**src/cfcr_pkg.sv**
```systemverilog
/*
  Package for the capture format control register bank: register offsets,
  field positions, reset values and format codes.
  Assumes a byte-addressed register port with 8-bit wide register data.
*/
package cfcr_pkg;
  // Register byte offsets
  localparam logic [11:0] OFS_FMT = 12'h0d4;
  localparam logic [11:0] OFS_COLOR = 12'h0d8;
  localparam logic [11:0] OFS_CAP = 12'h0dc;
  localparam logic [11:0] OFS_PKT_LO = 12'h0e0;
  localparam logic [11:0] OFS_PKT_DEL = 12'h0e4;
  localparam logic [11:0] OFS_FREQ_LO = 12'h0f0;
  localparam logic [11:0] OFS_FREQ_HI = 12'h0f4;
  localparam logic [11:0] OFS_DIVS = 12'h0f8;
  localparam logic [11:0] OFS_SW_RESET = 12'h07c;
  localparam int ADDR_W = 12;
  localparam int DATA_W = 8;
  localparam logic [7:0] REG_RESET = 8'h00;
  // Colour control bit positions
  localparam int BIT_EXT_RATE = 7;
  localparam int BIT_BARS = 6;
  localparam int BIT_DIFF_DIS = 5;
  localparam int BIT_GAMMA_DIS = 4;
  localparam int BIT_ODD_HALF = 3;
  localparam int BIT_EVEN_HALF = 2;
  localparam int BIT_ODD_OCTET = 1;
  localparam int BIT_EVEN_OCTET = 0;
  // Capture control bit positions
  localparam int BIT_DITHER_PIC = 4;
  localparam int BIT_ODD_VBI = 3;
  localparam int BIT_EVEN_VBI = 2;
  localparam int BIT_ODD_CAP = 1;
  localparam int BIT_EVEN_CAP = 0;
  localparam logic [7:0] CAP_WMASK = 8'h1f;
  // Packet delay register bit positions
  localparam int BIT_DELAY_LSB = 2;
  localparam int BIT_EXT_REGION = 1;
  localparam int BIT_LEN_MSB = 0;
  localparam logic [3:0] EXT_REGION_LINES = 4'ha;
  // Divider register bit positions
  localparam int BIT_PRE_DIV = 7;
  localparam int BIT_POST_DIV = 6;
  localparam logic [5:0] SYNTH_INT_MIN = 6'h06;
  localparam logic [2:0] POST_DIV_SIX = 3'h6;
  localparam logic [2:0] POST_DIV_FOUR = 3'h4;
  localparam logic [1:0] PRE_DIV_ONE = 2'h1;
  localparam logic [1:0] PRE_DIV_TWO = 2'h2;
  // Pixel format codes
  typedef enum logic [3:0] {
    FMT_RGB32 = 4'h0, FMT_RGB24 = 4'h1, FMT_RGB16 = 4'h2, FMT_RGB15 = 4'h3,
    FMT_PACK422 = 4'h4, FMT_PACK411 = 4'h5, FMT_Y8 = 4'h6, FMT_RGB8 = 4'h7,
    FMT_PLAN422 = 4'h8, FMT_PLAN411 = 4'h9, FMT_RAW8X = 4'he
  } cfcr_fmt_t;
endpackage : cfcr_pkg

```
**src/cfcr_regs.sv**
```systemverilog
/*
  Capture format control register bank. Holds the per-field format,
  colour processing, capture enables, blanking packet and synthesiser
  settings, and decodes them into control levels for the pixel path.
  Assumes a single-cycle register port on CLK_SYS and a field flag and
  pixel-path data that arrive on the same clock.
*/
// Local design decision: strobed register access.
`timescale 1ns/1ps
module cfcr_regs (
  input wire logic CLK_SYS,
  input wire logic RST,
  input wire logic [cfcr_pkg::ADDR_W-1:0] ADDR,
  input wire logic [cfcr_pkg::DATA_W-1:0] WDATA,
  input wire logic WR,
  input wire logic RD,
  output logic [cfcr_pkg::DATA_W-1:0] RDATA,
  input wire logic FIELD_EVEN,
  input wire logic GPIO_SERIAL16,
  input wire logic DECODER_PAL,
  input wire logic LINE_RESET_END,
  input wire logic PIXEL_RATE_CLOCK,
  input wire logic [31:0] PIXEL_WORD,
  output logic [31:0] FIFO_WORD,
  output logic [3:0] FIELD_FORMAT,
  output logic FORMAT_RESERVED,
  output logic GAMMA_TABLE_PAL,
  output logic GAMMA_REMOVE,
  output logic COLOUR_BARS,
  output logic DIFFUSE_ON,
  output logic DITHER_WHOLE_PICTURE,
  output logic ACTIVE_WRITE_EN,
  output logic BLANKING_WRITE_EN,
  output logic BLANKING_START,
  output logic [8:0] BLANKING_LENGTH,
  output logic EXTENDED_REGION_ENABLE,
  output logic [3:0] EXTRA_LINES,
  output logic [15:0] SYNTH_FREQ,
  output logic [5:0] SYNTH_INTEGER,
  output logic SYNTH_SLEEP,
  output logic SYNTH_INT_BAD,
  output logic [2:0] POST_DIVIDE,
  output logic [1:0] PRE_DIVIDE,
  output logic DECODER_RESET
);
  import cfcr_pkg::*;

  typedef struct packed {
    logic [7:0] fmt;
    logic [7:0] color;
    logic [7:0] cap;
    logic [7:0] pkt_lo;
    logic [7:0] pkt_del;
    logic [7:0] freq_lo;
    logic [7:0] freq_hi;
    logic [7:0] divs;
    logic [7:0] rdata;
    logic [5:0] delay_cnt;
    logic delay_run;
    logic start;
    logic dec_rst;
    logic [31:0] word;
  } cfcr_state_t;

  cfcr_state_t s_q;
  cfcr_state_t s_d;
  logic [3:0] cur_fmt;
  logic half_x;
  logic octet_x;
  logic [31:0] w_tmp;

  // Per-field selection of format and swap controls
  always_comb begin
    cur_fmt = FIELD_EVEN ? s_q.fmt[3:0] : s_q.fmt[7:4];
    half_x = FIELD_EVEN ? s_q.color[BIT_EVEN_HALF]
                        : s_q.color[BIT_ODD_HALF];
    octet_x = FIELD_EVEN ? s_q.color[BIT_EVEN_OCTET]
                         : s_q.color[BIT_ODD_OCTET];
  end

  // Next state: register writes, reads, swap path and blanking delay
  always_comb begin
    s_d = s_q;
    s_d.rdata = REG_RESET;
    s_d.dec_rst = 1'b0;
    s_d.start = 1'b0;
    if (WR) begin
      unique case (ADDR)
        OFS_FMT: s_d.fmt = WDATA;
        OFS_COLOR: s_d.color = WDATA;
        OFS_CAP: s_d.cap = WDATA & CAP_WMASK;
        OFS_PKT_LO: s_d.pkt_lo = WDATA;
        OFS_PKT_DEL: s_d.pkt_del = WDATA;
        OFS_FREQ_LO: s_d.freq_lo = WDATA;
        OFS_FREQ_HI: s_d.freq_hi = WDATA;
        OFS_DIVS: s_d.divs = WDATA;
        OFS_SW_RESET: s_d.dec_rst = 1'b1;
        default: ;
      endcase
    end
    // Reads answer the next cycle; unmapped and reset location read zero
    if (RD) begin
      unique case (ADDR)
        OFS_FMT: s_d.rdata = s_q.fmt;
        OFS_COLOR: s_d.rdata = s_q.color;
        OFS_CAP: s_d.rdata = s_q.cap;
        OFS_PKT_LO: s_d.rdata = s_q.pkt_lo;
        OFS_PKT_DEL: s_d.rdata = s_q.pkt_del;
        OFS_FREQ_LO: s_d.rdata = s_q.freq_lo;
        OFS_FREQ_HI: s_d.rdata = s_q.freq_hi;
        OFS_DIVS: s_d.rdata = s_q.divs;
        default: s_d.rdata = REG_RESET;
      endcase
    end
    // Swap stages: half words first, then bytes within each half
    w_tmp = half_x ? {PIXEL_WORD[15:0], PIXEL_WORD[31:16]}
                   : PIXEL_WORD;
    s_d.word = octet_x ? {w_tmp[23:16], w_tmp[31:24],
                          w_tmp[7:0], w_tmp[15:8]} : w_tmp;
    // Blanking start delay counts pixel-rate enables after line reset
    if (LINE_RESET_END) begin
      s_d.delay_cnt = s_q.pkt_del[7:BIT_DELAY_LSB];
      s_d.delay_run = 1'b1;
      if (s_q.pkt_del[7:BIT_DELAY_LSB] == 6'h00) begin
        s_d.start = 1'b1;
        s_d.delay_run = 1'b0;
      end
    end else if (s_q.delay_run && PIXEL_RATE_CLOCK) begin
      s_d.delay_cnt = s_q.delay_cnt - 6'h01;
      if (s_q.delay_cnt == 6'h01) begin
        s_d.start = 1'b1;
        s_d.delay_run = 1'b0;
      end
    end
  end

  // One register for all state; synchronous reset to zero defaults
  always_ff @(posedge CLK_SYS) begin
    if (RST) begin
      s_q <= '0;
    end else begin
      s_q <= s_d;
    end
  end

  // Decoded control levels and the swapped FIFO word; the rest of the pixel path lives elsewhere
  always_comb begin
    RDATA = s_q.rdata;
    FIFO_WORD = s_q.word;
    FIELD_FORMAT = cur_fmt;
    // Raw 8X is legal only on the even field
    FORMAT_RESERVED = (cur_fmt > FMT_PLAN411) &&
                      !(FIELD_EVEN && cur_fmt == FMT_RAW8X);
    // Serial input mode takes the rate from software, else the decoder
    GAMMA_TABLE_PAL = GPIO_SERIAL16 ? s_q.color[BIT_EXT_RATE]
                                    : DECODER_PAL;
    GAMMA_REMOVE = !s_q.color[BIT_GAMMA_DIS];
    COLOUR_BARS = s_q.color[BIT_BARS];
    DIFFUSE_ON = !s_q.color[BIT_DIFF_DIS] &&
                 (cur_fmt == FMT_RGB16 || cur_fmt == FMT_RGB15);
    DITHER_WHOLE_PICTURE = s_q.cap[BIT_DITHER_PIC];
    ACTIVE_WRITE_EN = FIELD_EVEN ? s_q.cap[BIT_EVEN_CAP]
                                 : s_q.cap[BIT_ODD_CAP];
    BLANKING_WRITE_EN = FIELD_EVEN ? s_q.cap[BIT_EVEN_VBI]
                                   : s_q.cap[BIT_ODD_VBI];
    BLANKING_START = s_q.start;
    BLANKING_LENGTH = {s_q.pkt_del[BIT_LEN_MSB], s_q.pkt_lo};
    EXTENDED_REGION_ENABLE = s_q.pkt_del[BIT_EXT_REGION];
    EXTRA_LINES = s_q.pkt_del[BIT_EXT_REGION] ? EXT_REGION_LINES
                                              : 4'h0;
    SYNTH_FREQ = {s_q.freq_hi, s_q.freq_lo};
    SYNTH_INTEGER = s_q.divs[5:0];
    SYNTH_SLEEP = (s_q.divs[5:0] == 6'h00);
    SYNTH_INT_BAD = !SYNTH_SLEEP && (s_q.divs[5:0] < SYNTH_INT_MIN);
    POST_DIVIDE = s_q.divs[BIT_POST_DIV] ? POST_DIV_FOUR
                                         : POST_DIV_SIX;
    PRE_DIVIDE = s_q.divs[BIT_PRE_DIV] ? PRE_DIV_TWO
                                       : PRE_DIV_ONE;
    DECODER_RESET = s_q.dec_rst;
  end
endmodule : cfcr_regs

```
**config.mk**
```make
export PLATFORM = sky130hd
export DESIGN_NAME = cfcr_regs
export DESIGN_NICKNAME = d
export VERILOG_FILES = /design/src/cfcr_pkg.sv /design/src/cfcr_regs.sv
export SDC_FILE = /design/constraint.sdc
export NUM_CORES = 1
export LEC_CHECK = 0
export ABC_AREA = 0
export ABC_CLOCK_PERIOD_IN_PS = 2100
export BUFFER_PORTS_ARGS = -buffer_cell sky130_fd_sc_hd__buf_4
export CAP_MARGIN = 10
export CORE_ASPECT_RATIO = 1.1
export CORE_MARGIN = 5
export CORE_UTILIZATION = 40
export CTS_CLUSTER_DIAMETER = 40
export DETAILED_ROUTE_END_ITERATION = 8
export GPL_ROUTABILITY_DRIVEN = 0
export PLACE_DENSITY = 0.63
export REMOVE_ABC_BUFFERS = 1
export SKIP_CTS_REPAIR_TIMING = 1
export SLEW_MARGIN = 20
export SYNTH_ARGS = -nofsm -noshare
export SYNTH_HDL_FRONTEND = slang
export SYNTH_SLANG_ARGS = --single-unit
```
**constraint.sdc**
```tcl
create_clock -name CLK_SYS -period 2.1 [get_ports CLK_SYS]
set_clock_uncertainty 0.05 [all_clocks]
set_input_delay 0.42 -clock CLK_SYS [delete_from_list [all_inputs] [get_ports CLK_SYS]]
set_output_delay 0.42 -clock CLK_SYS [all_outputs]
set_load 0.005 [all_outputs]
```
* After elaboration in Yosys (flattened, before gate mapping)
Index checks and enable logic that the tools add are counted. W data, S select, Z words.
Storage, ports and cells: bits of input ports 61, flip-flop bits (word level) 110, word-level logic and storage cells 74, output and inout port bits 97
Cells by class: order comparisons 2, bitwise gates (word level) 2, $add $sub $neg 1, reduce and logical (&&, ||, !) cells 25, equal/unequal tests 13, muxes and demuxes 17
Operators by type and width (number):
- $eq A12 B8 Y1 const B | 8
- $mux W32 | 2
- $pmux W8 S8 | 1
- $reduce_and A2 Y1 | 9
- $mux W8 | 2
- $eq A12 B7 Y1 const B | 1
- $logic_not A6 Y1 | 2
- $eq A4 B2 Y1 const B | 2
- $mux W2 | 4
- $mux W4 | 2
- $eq A6 B1 Y1 const B | 1
- $lt A6 B3 Y1 const B | 1
- $mux W1 | 6
- $sub A6 B1 Y6 const B | 1
- $logic_and A1 B1 Y1 | 5
- $eq A4 B4 Y1 const B | 1
- $gt A4 B4 Y1 const B | 1
- $logic_not A1 Y1 | 4
- $reduce_bool A2 Y1 | 2
- $reduce_or A2 Y1 | 2
- $not A1 Y1 | 2
- $logic_or A1 B1 Y1 | 1

* Depth between registers and ports, before layout
depth in word-level cells 5, depth in mapped cells 7, gate-level depth less buffers 6

* Worst setup path after synthesis
No wires, ideal clock.
path type input to register, start input FIELD_EVEN, end register s_q, in the netlist FIFO_WORD[0], setup time 0.128 ns, arrival time 1.718 ns, required time 1.922 ns, buffers on the path 2, slack 0.204 ns, stages 5, cells stage by stage buf_6 > mux2i_4 > buf_6 > mux4_2 > nor2b_1
On the way: word-level cells in the longest chain between the ends 3, elaborated cells between the ends (all ways) 4, those cells by class 4 x mux
Ends and longest elaborated chain:
- start: declaration | RTL line cfcr_regs.sv:18 | input wire logic FIELD_EVEN,
- $mux W1 | RTL line cfcr_regs.sv:75 | half_x = FIELD_EVEN ? s_q.color[BIT_EVEN_HALF]
- $mux W32 | RTL line cfcr_regs.sv:116 | w_tmp = half_x ? {PIXEL_WORD[15:0], PIXEL_WORD[31:16]}
- $mux W32 * | RTL line cfcr_regs.sv:118 | s_d.word = octet_x ? {w_tmp[23:16], w_tmp[31:24],
- end signal: assignment | RTL line cfcr_regs.sv:140 | s_q <= '0;
- end signal: assignment | RTL line cfcr_regs.sv:142 | s_q <= s_d;
- end: declaration | RTL line cfcr_regs.sv:65 | cfcr_state_t s_q;
Mark *: on every way between the ends. The rest lies on a longest branch, timed or not. A chain may end at the register's enable or synchronous reset.

* Final worst setup path
start register s_q[107] (netlist name), end output DIFFUSE_ON
On the way: word-level cells in the longest chain between the ends 4, elaborated cells between the ends (all ways) 5, those cells by class 2 x eq/ne; 1 x mux; 2 x reduce/logical
Ends and longest elaborated chain:
- $mux W4 * | RTL line cfcr_regs.sv:74 | cur_fmt = FIELD_EVEN ? s_q.fmt[3:0] : s_q.fmt[7:4];
- $eq A4 B2 Y1 | RTL line cfcr_regs.sv:160 | (cur_fmt == FMT_RGB16 || cur_fmt == FMT_RGB15);
- $logic_or A1 B1 Y1 * | RTL line cfcr_regs.sv:160
- $logic_and A1 B1 Y1 * | RTL line cfcr_regs.sv:159 | DIFFUSE_ON = !s_q.color[BIT_DIFF_DIS] &&
- end: declaration | RTL line cfcr_regs.sv:30 | output logic DIFFUSE_ON,
Marked as above.

==> run_results.csv <==
group,metric,value,unit
critical_path,worst-path-max-fanout,5,
routing,drt_pass1_iterations,5,
sta,fin_crit_sh,98.0,%
sta,fin_crit,2060,ps
power,power_density,577,nW/um^2
cts,cts_buffers,9,
grt,grt_pass1_vias,4830,
critical_path,worstSetupEndpointType,"output pin",
yosys,synth_edf_count,0,
yosys,synth_cell_types,56,
die,io_pins,158,
cells_and_area,area_growth,17.7,%
die,initial_core_util,40.7,%
cells_and_area,fillCellCount,1422,
cells_and_area,seq_area,2200,um^2
routing,wl_per_cell,18.6,um
power,switching_power,980,uW
die,die_h,140,um
grt,grt_pass1_wl,25.6,mm
cts,clk_pin_slew,70,ps
power,finalPower,4150,uW
cts,cts_tree,"built",
yosys,synth_cells,588,
die,core_area,15000,um^2
placement,hpwl,12.2,mm
yosys,synth_flop_cell,"dfxtp_1",
placement,portBuffers,153,
grt,gr-total-overflow,0,
worst_hold_path,hp-class,"in2reg",
power,pwr-share-seq,51.6,%
sta,max_freq,486,MHz
yosys,ys_seq_area_share,36.1,%
cells_and_area,fin_util,47.9,%
cells_and_area,drive_gt1_share,36.7,%
cts,clock-sinks,110,
sta,rsz0062_at_grt,"no",
cts,clockRootBuffer,"clkbuf_16",
routing,vias_per_cell,5.38,
routing,drt-total-wl,16.0,mm
run,max_cap_violations,0,
routing,vias,4629,
cts,cts_buffer_depth,2,
sta,setup-violations-final,0,
die,num_rows,47,
power,p_sw_share,23.6,%
routing,dr.first_iter.drc_count,274,
critical_path,startpoint_type,"register",
power,irDropWorstVdd,0.352,mV
cells_and_area,multi_input_area,3070,um^2
status,status,"finished clean",
routing,postRouteAntennaNets,0,
critical_path,worstPathRequired,1630,ps
grt,antenna_found_initial,0,
sta,report.final.slew_viol_count,0,
power,clock_power_share,37.7,%
routing,route.detailed.drc,0,
yosys,synth_area,6100,um^2
critical_path,critical_path_class,"reg2out",
yosys,yosys_register_bits,110,
yosys,avgSynthCellArea,10.4,um^2
power,leakage,0.00306,uW
cts,ctsHtreeMaxLevel,3,
critical_path,crit_arrival,1590,ps
cells_and_area,final_nets,724,
yosys,ys_warn_count,0,
sta,whs,346,ps
yosys,synthArstFlopShare,0,%
cells_and_area,antennaDiodeCount,0,
power,power_frac_comb,10.7,%
cts,clk_latency,350,ps
grt,grt.total_usage,18.2,%
grt,grt_start_max_net_pins,40,
die,die_w,128,um
sta,hold_viol,0,
die,die_area,17800,um^2
power,p_int,3170,uW
==> state kept, by name (all words and copies together), names as in the netlist <==
signal and cells:
BLANKING_LENGTH 9, BLANKING_START 1, COLOUR_BARS 1, DECODER_RESET 1, DITHER_WHOLE_PICTURE 1, EXTENDED_REGION_ENABLE 1, FIFO_WORD 32, RDATA 8
SYNTH_FREQ 16, SYNTH_INTEGER 6, s_q 34
==> synthesized netlist by cell type, drive strengths merged (4+ instances only) <==
cell,count,area [um^2]
nand3,9,55.1
nor3,6,30.0
nor2,8,30.0
o21a,4,30.0
nand2b,46,288
nand4,4,25.0
nor2b,35,219
nand4b,5,43.8
o22a,5,43.8
a22oi,7,52.6
dfxtp,110,2200
nor4,7,58.8
o21ai,26,130
mux4,32,721
nand3b,30,225
buf,101,744
clkbuf,16,60.1
a31oi,4,25.0
mux2,11,124
nand2,9,36.3
inv,8,30.0
a21oi,15,75.1
mux2i,49,515
==> cells in the final DEF, fill, tap and decap left out, drive strengths merged, types with 10 or more instances in the layout <==
| cell | Yosys | layout |
|---|---|---|
| nor2b | 35 | 35 |
| buf | 101 | 177 |
| clkbuf | 16 | 10 |
| mux4 | 32 | 32 |
| nand3b | 30 | 30 |
| nand2b | 46 | 46 |
| mux2 | 11 | 11 |
| mux2i | 49 | 49 |
| a21oi | 15 | 15 |
| dfxtp | 110 | 110 |
| o21ai | 26 | 26 |
==> kinds of logic (layout without fill, tap and decap cells) <==
group | after synthesis | count (layout) | share of synthesized area (%)
AOI/OAI and AO/OA | 76 | 76 | 7.90
xor gates and xnor gates | 5 | 5 | 0.718
adders and majority gates | 2 | 2 | 0.410
buffers and inverters | 125 | 200 | 13.7
DFF | 110 | 110 | 36.1
muxes | 92 | 92 | 22.3
other | 2 | 4 | 0.123
and+or+nand+nor | 176 | 176 | 18.8
==> layer usage <==
layer	share of wire, %	vias to the layer above	global-route usage, %	wire length, um
li1	-	2167	-	-
met1	39	2251	21.5	6200
met2	49	178	29.7	7810
met3	9.5	33	6.55	1520
met4	3.1	0	7.71	499
met5	0	-	0	0
==> path summary, 6_finish.rpt <==
| check | cells after the start | slack [ps] | from | endpoint |
|---|---|---|---|---|
| setup / recovery | 3 | 40 | s_q[107] | DIFFUSE_ON |
| hold / removal | 2 | 350 | LINE_RESET_END | s_q[38] |
| setup reg to reg | 4 | 420 | s_q[78] | s_q[34] |
| hold reg to reg | 2 | 450 | s_q[89] | s_q[89] |
==> power groups by stage <==
stage               clock [uW]  combinational, uW  sequential [uW]
floorplan                    0                162             2190
global route              1730                481             2140
global placement             0                430             2190
finish                    1560                442             2140
detailed placement           0                444             2190
CTS                       1640                444             2140
==> final cells by class <==
| type | count | share of cell area, % |
|---|---|---|
| repair buffers | 177 | 19.0 |
| clock inverters | 5 | 0.523 |
| inverters | 8 | 0.418 |
| well taps | 196 | 3.42 |
| multi-input cells | 355 | 42.8 |
| flip-flops and latches | 110 | 30.7 |
| clock buffers | 10 | 3.19 |
==> critical path: stages (launching register included) <==
cell and delay [ps]:
dfxtp_1 370, mux2_2 310, nor4b_1 380, buf_4 180
==> stage by stage <==
| stage | setup TNS [ps] | setup WS [ps] | cells | area, um^2 |
|---|---|---|---|---|
| floorplan | -4510 | -188 | 473 | 5300 |
| finish | 0 | 42.2 | 861 | 7180 |
| global route | 0 | 0.516 | 861 | 7180 |
| CTS | 0 | 13.8 | 861 | 7180 |
| detailed placement | 0 | 53.1 | 846 | 6910 |
| global placement | 0 | 88.0 | 846 | 6910 |
No activity file was read; power rests on OpenSTA's default activity.
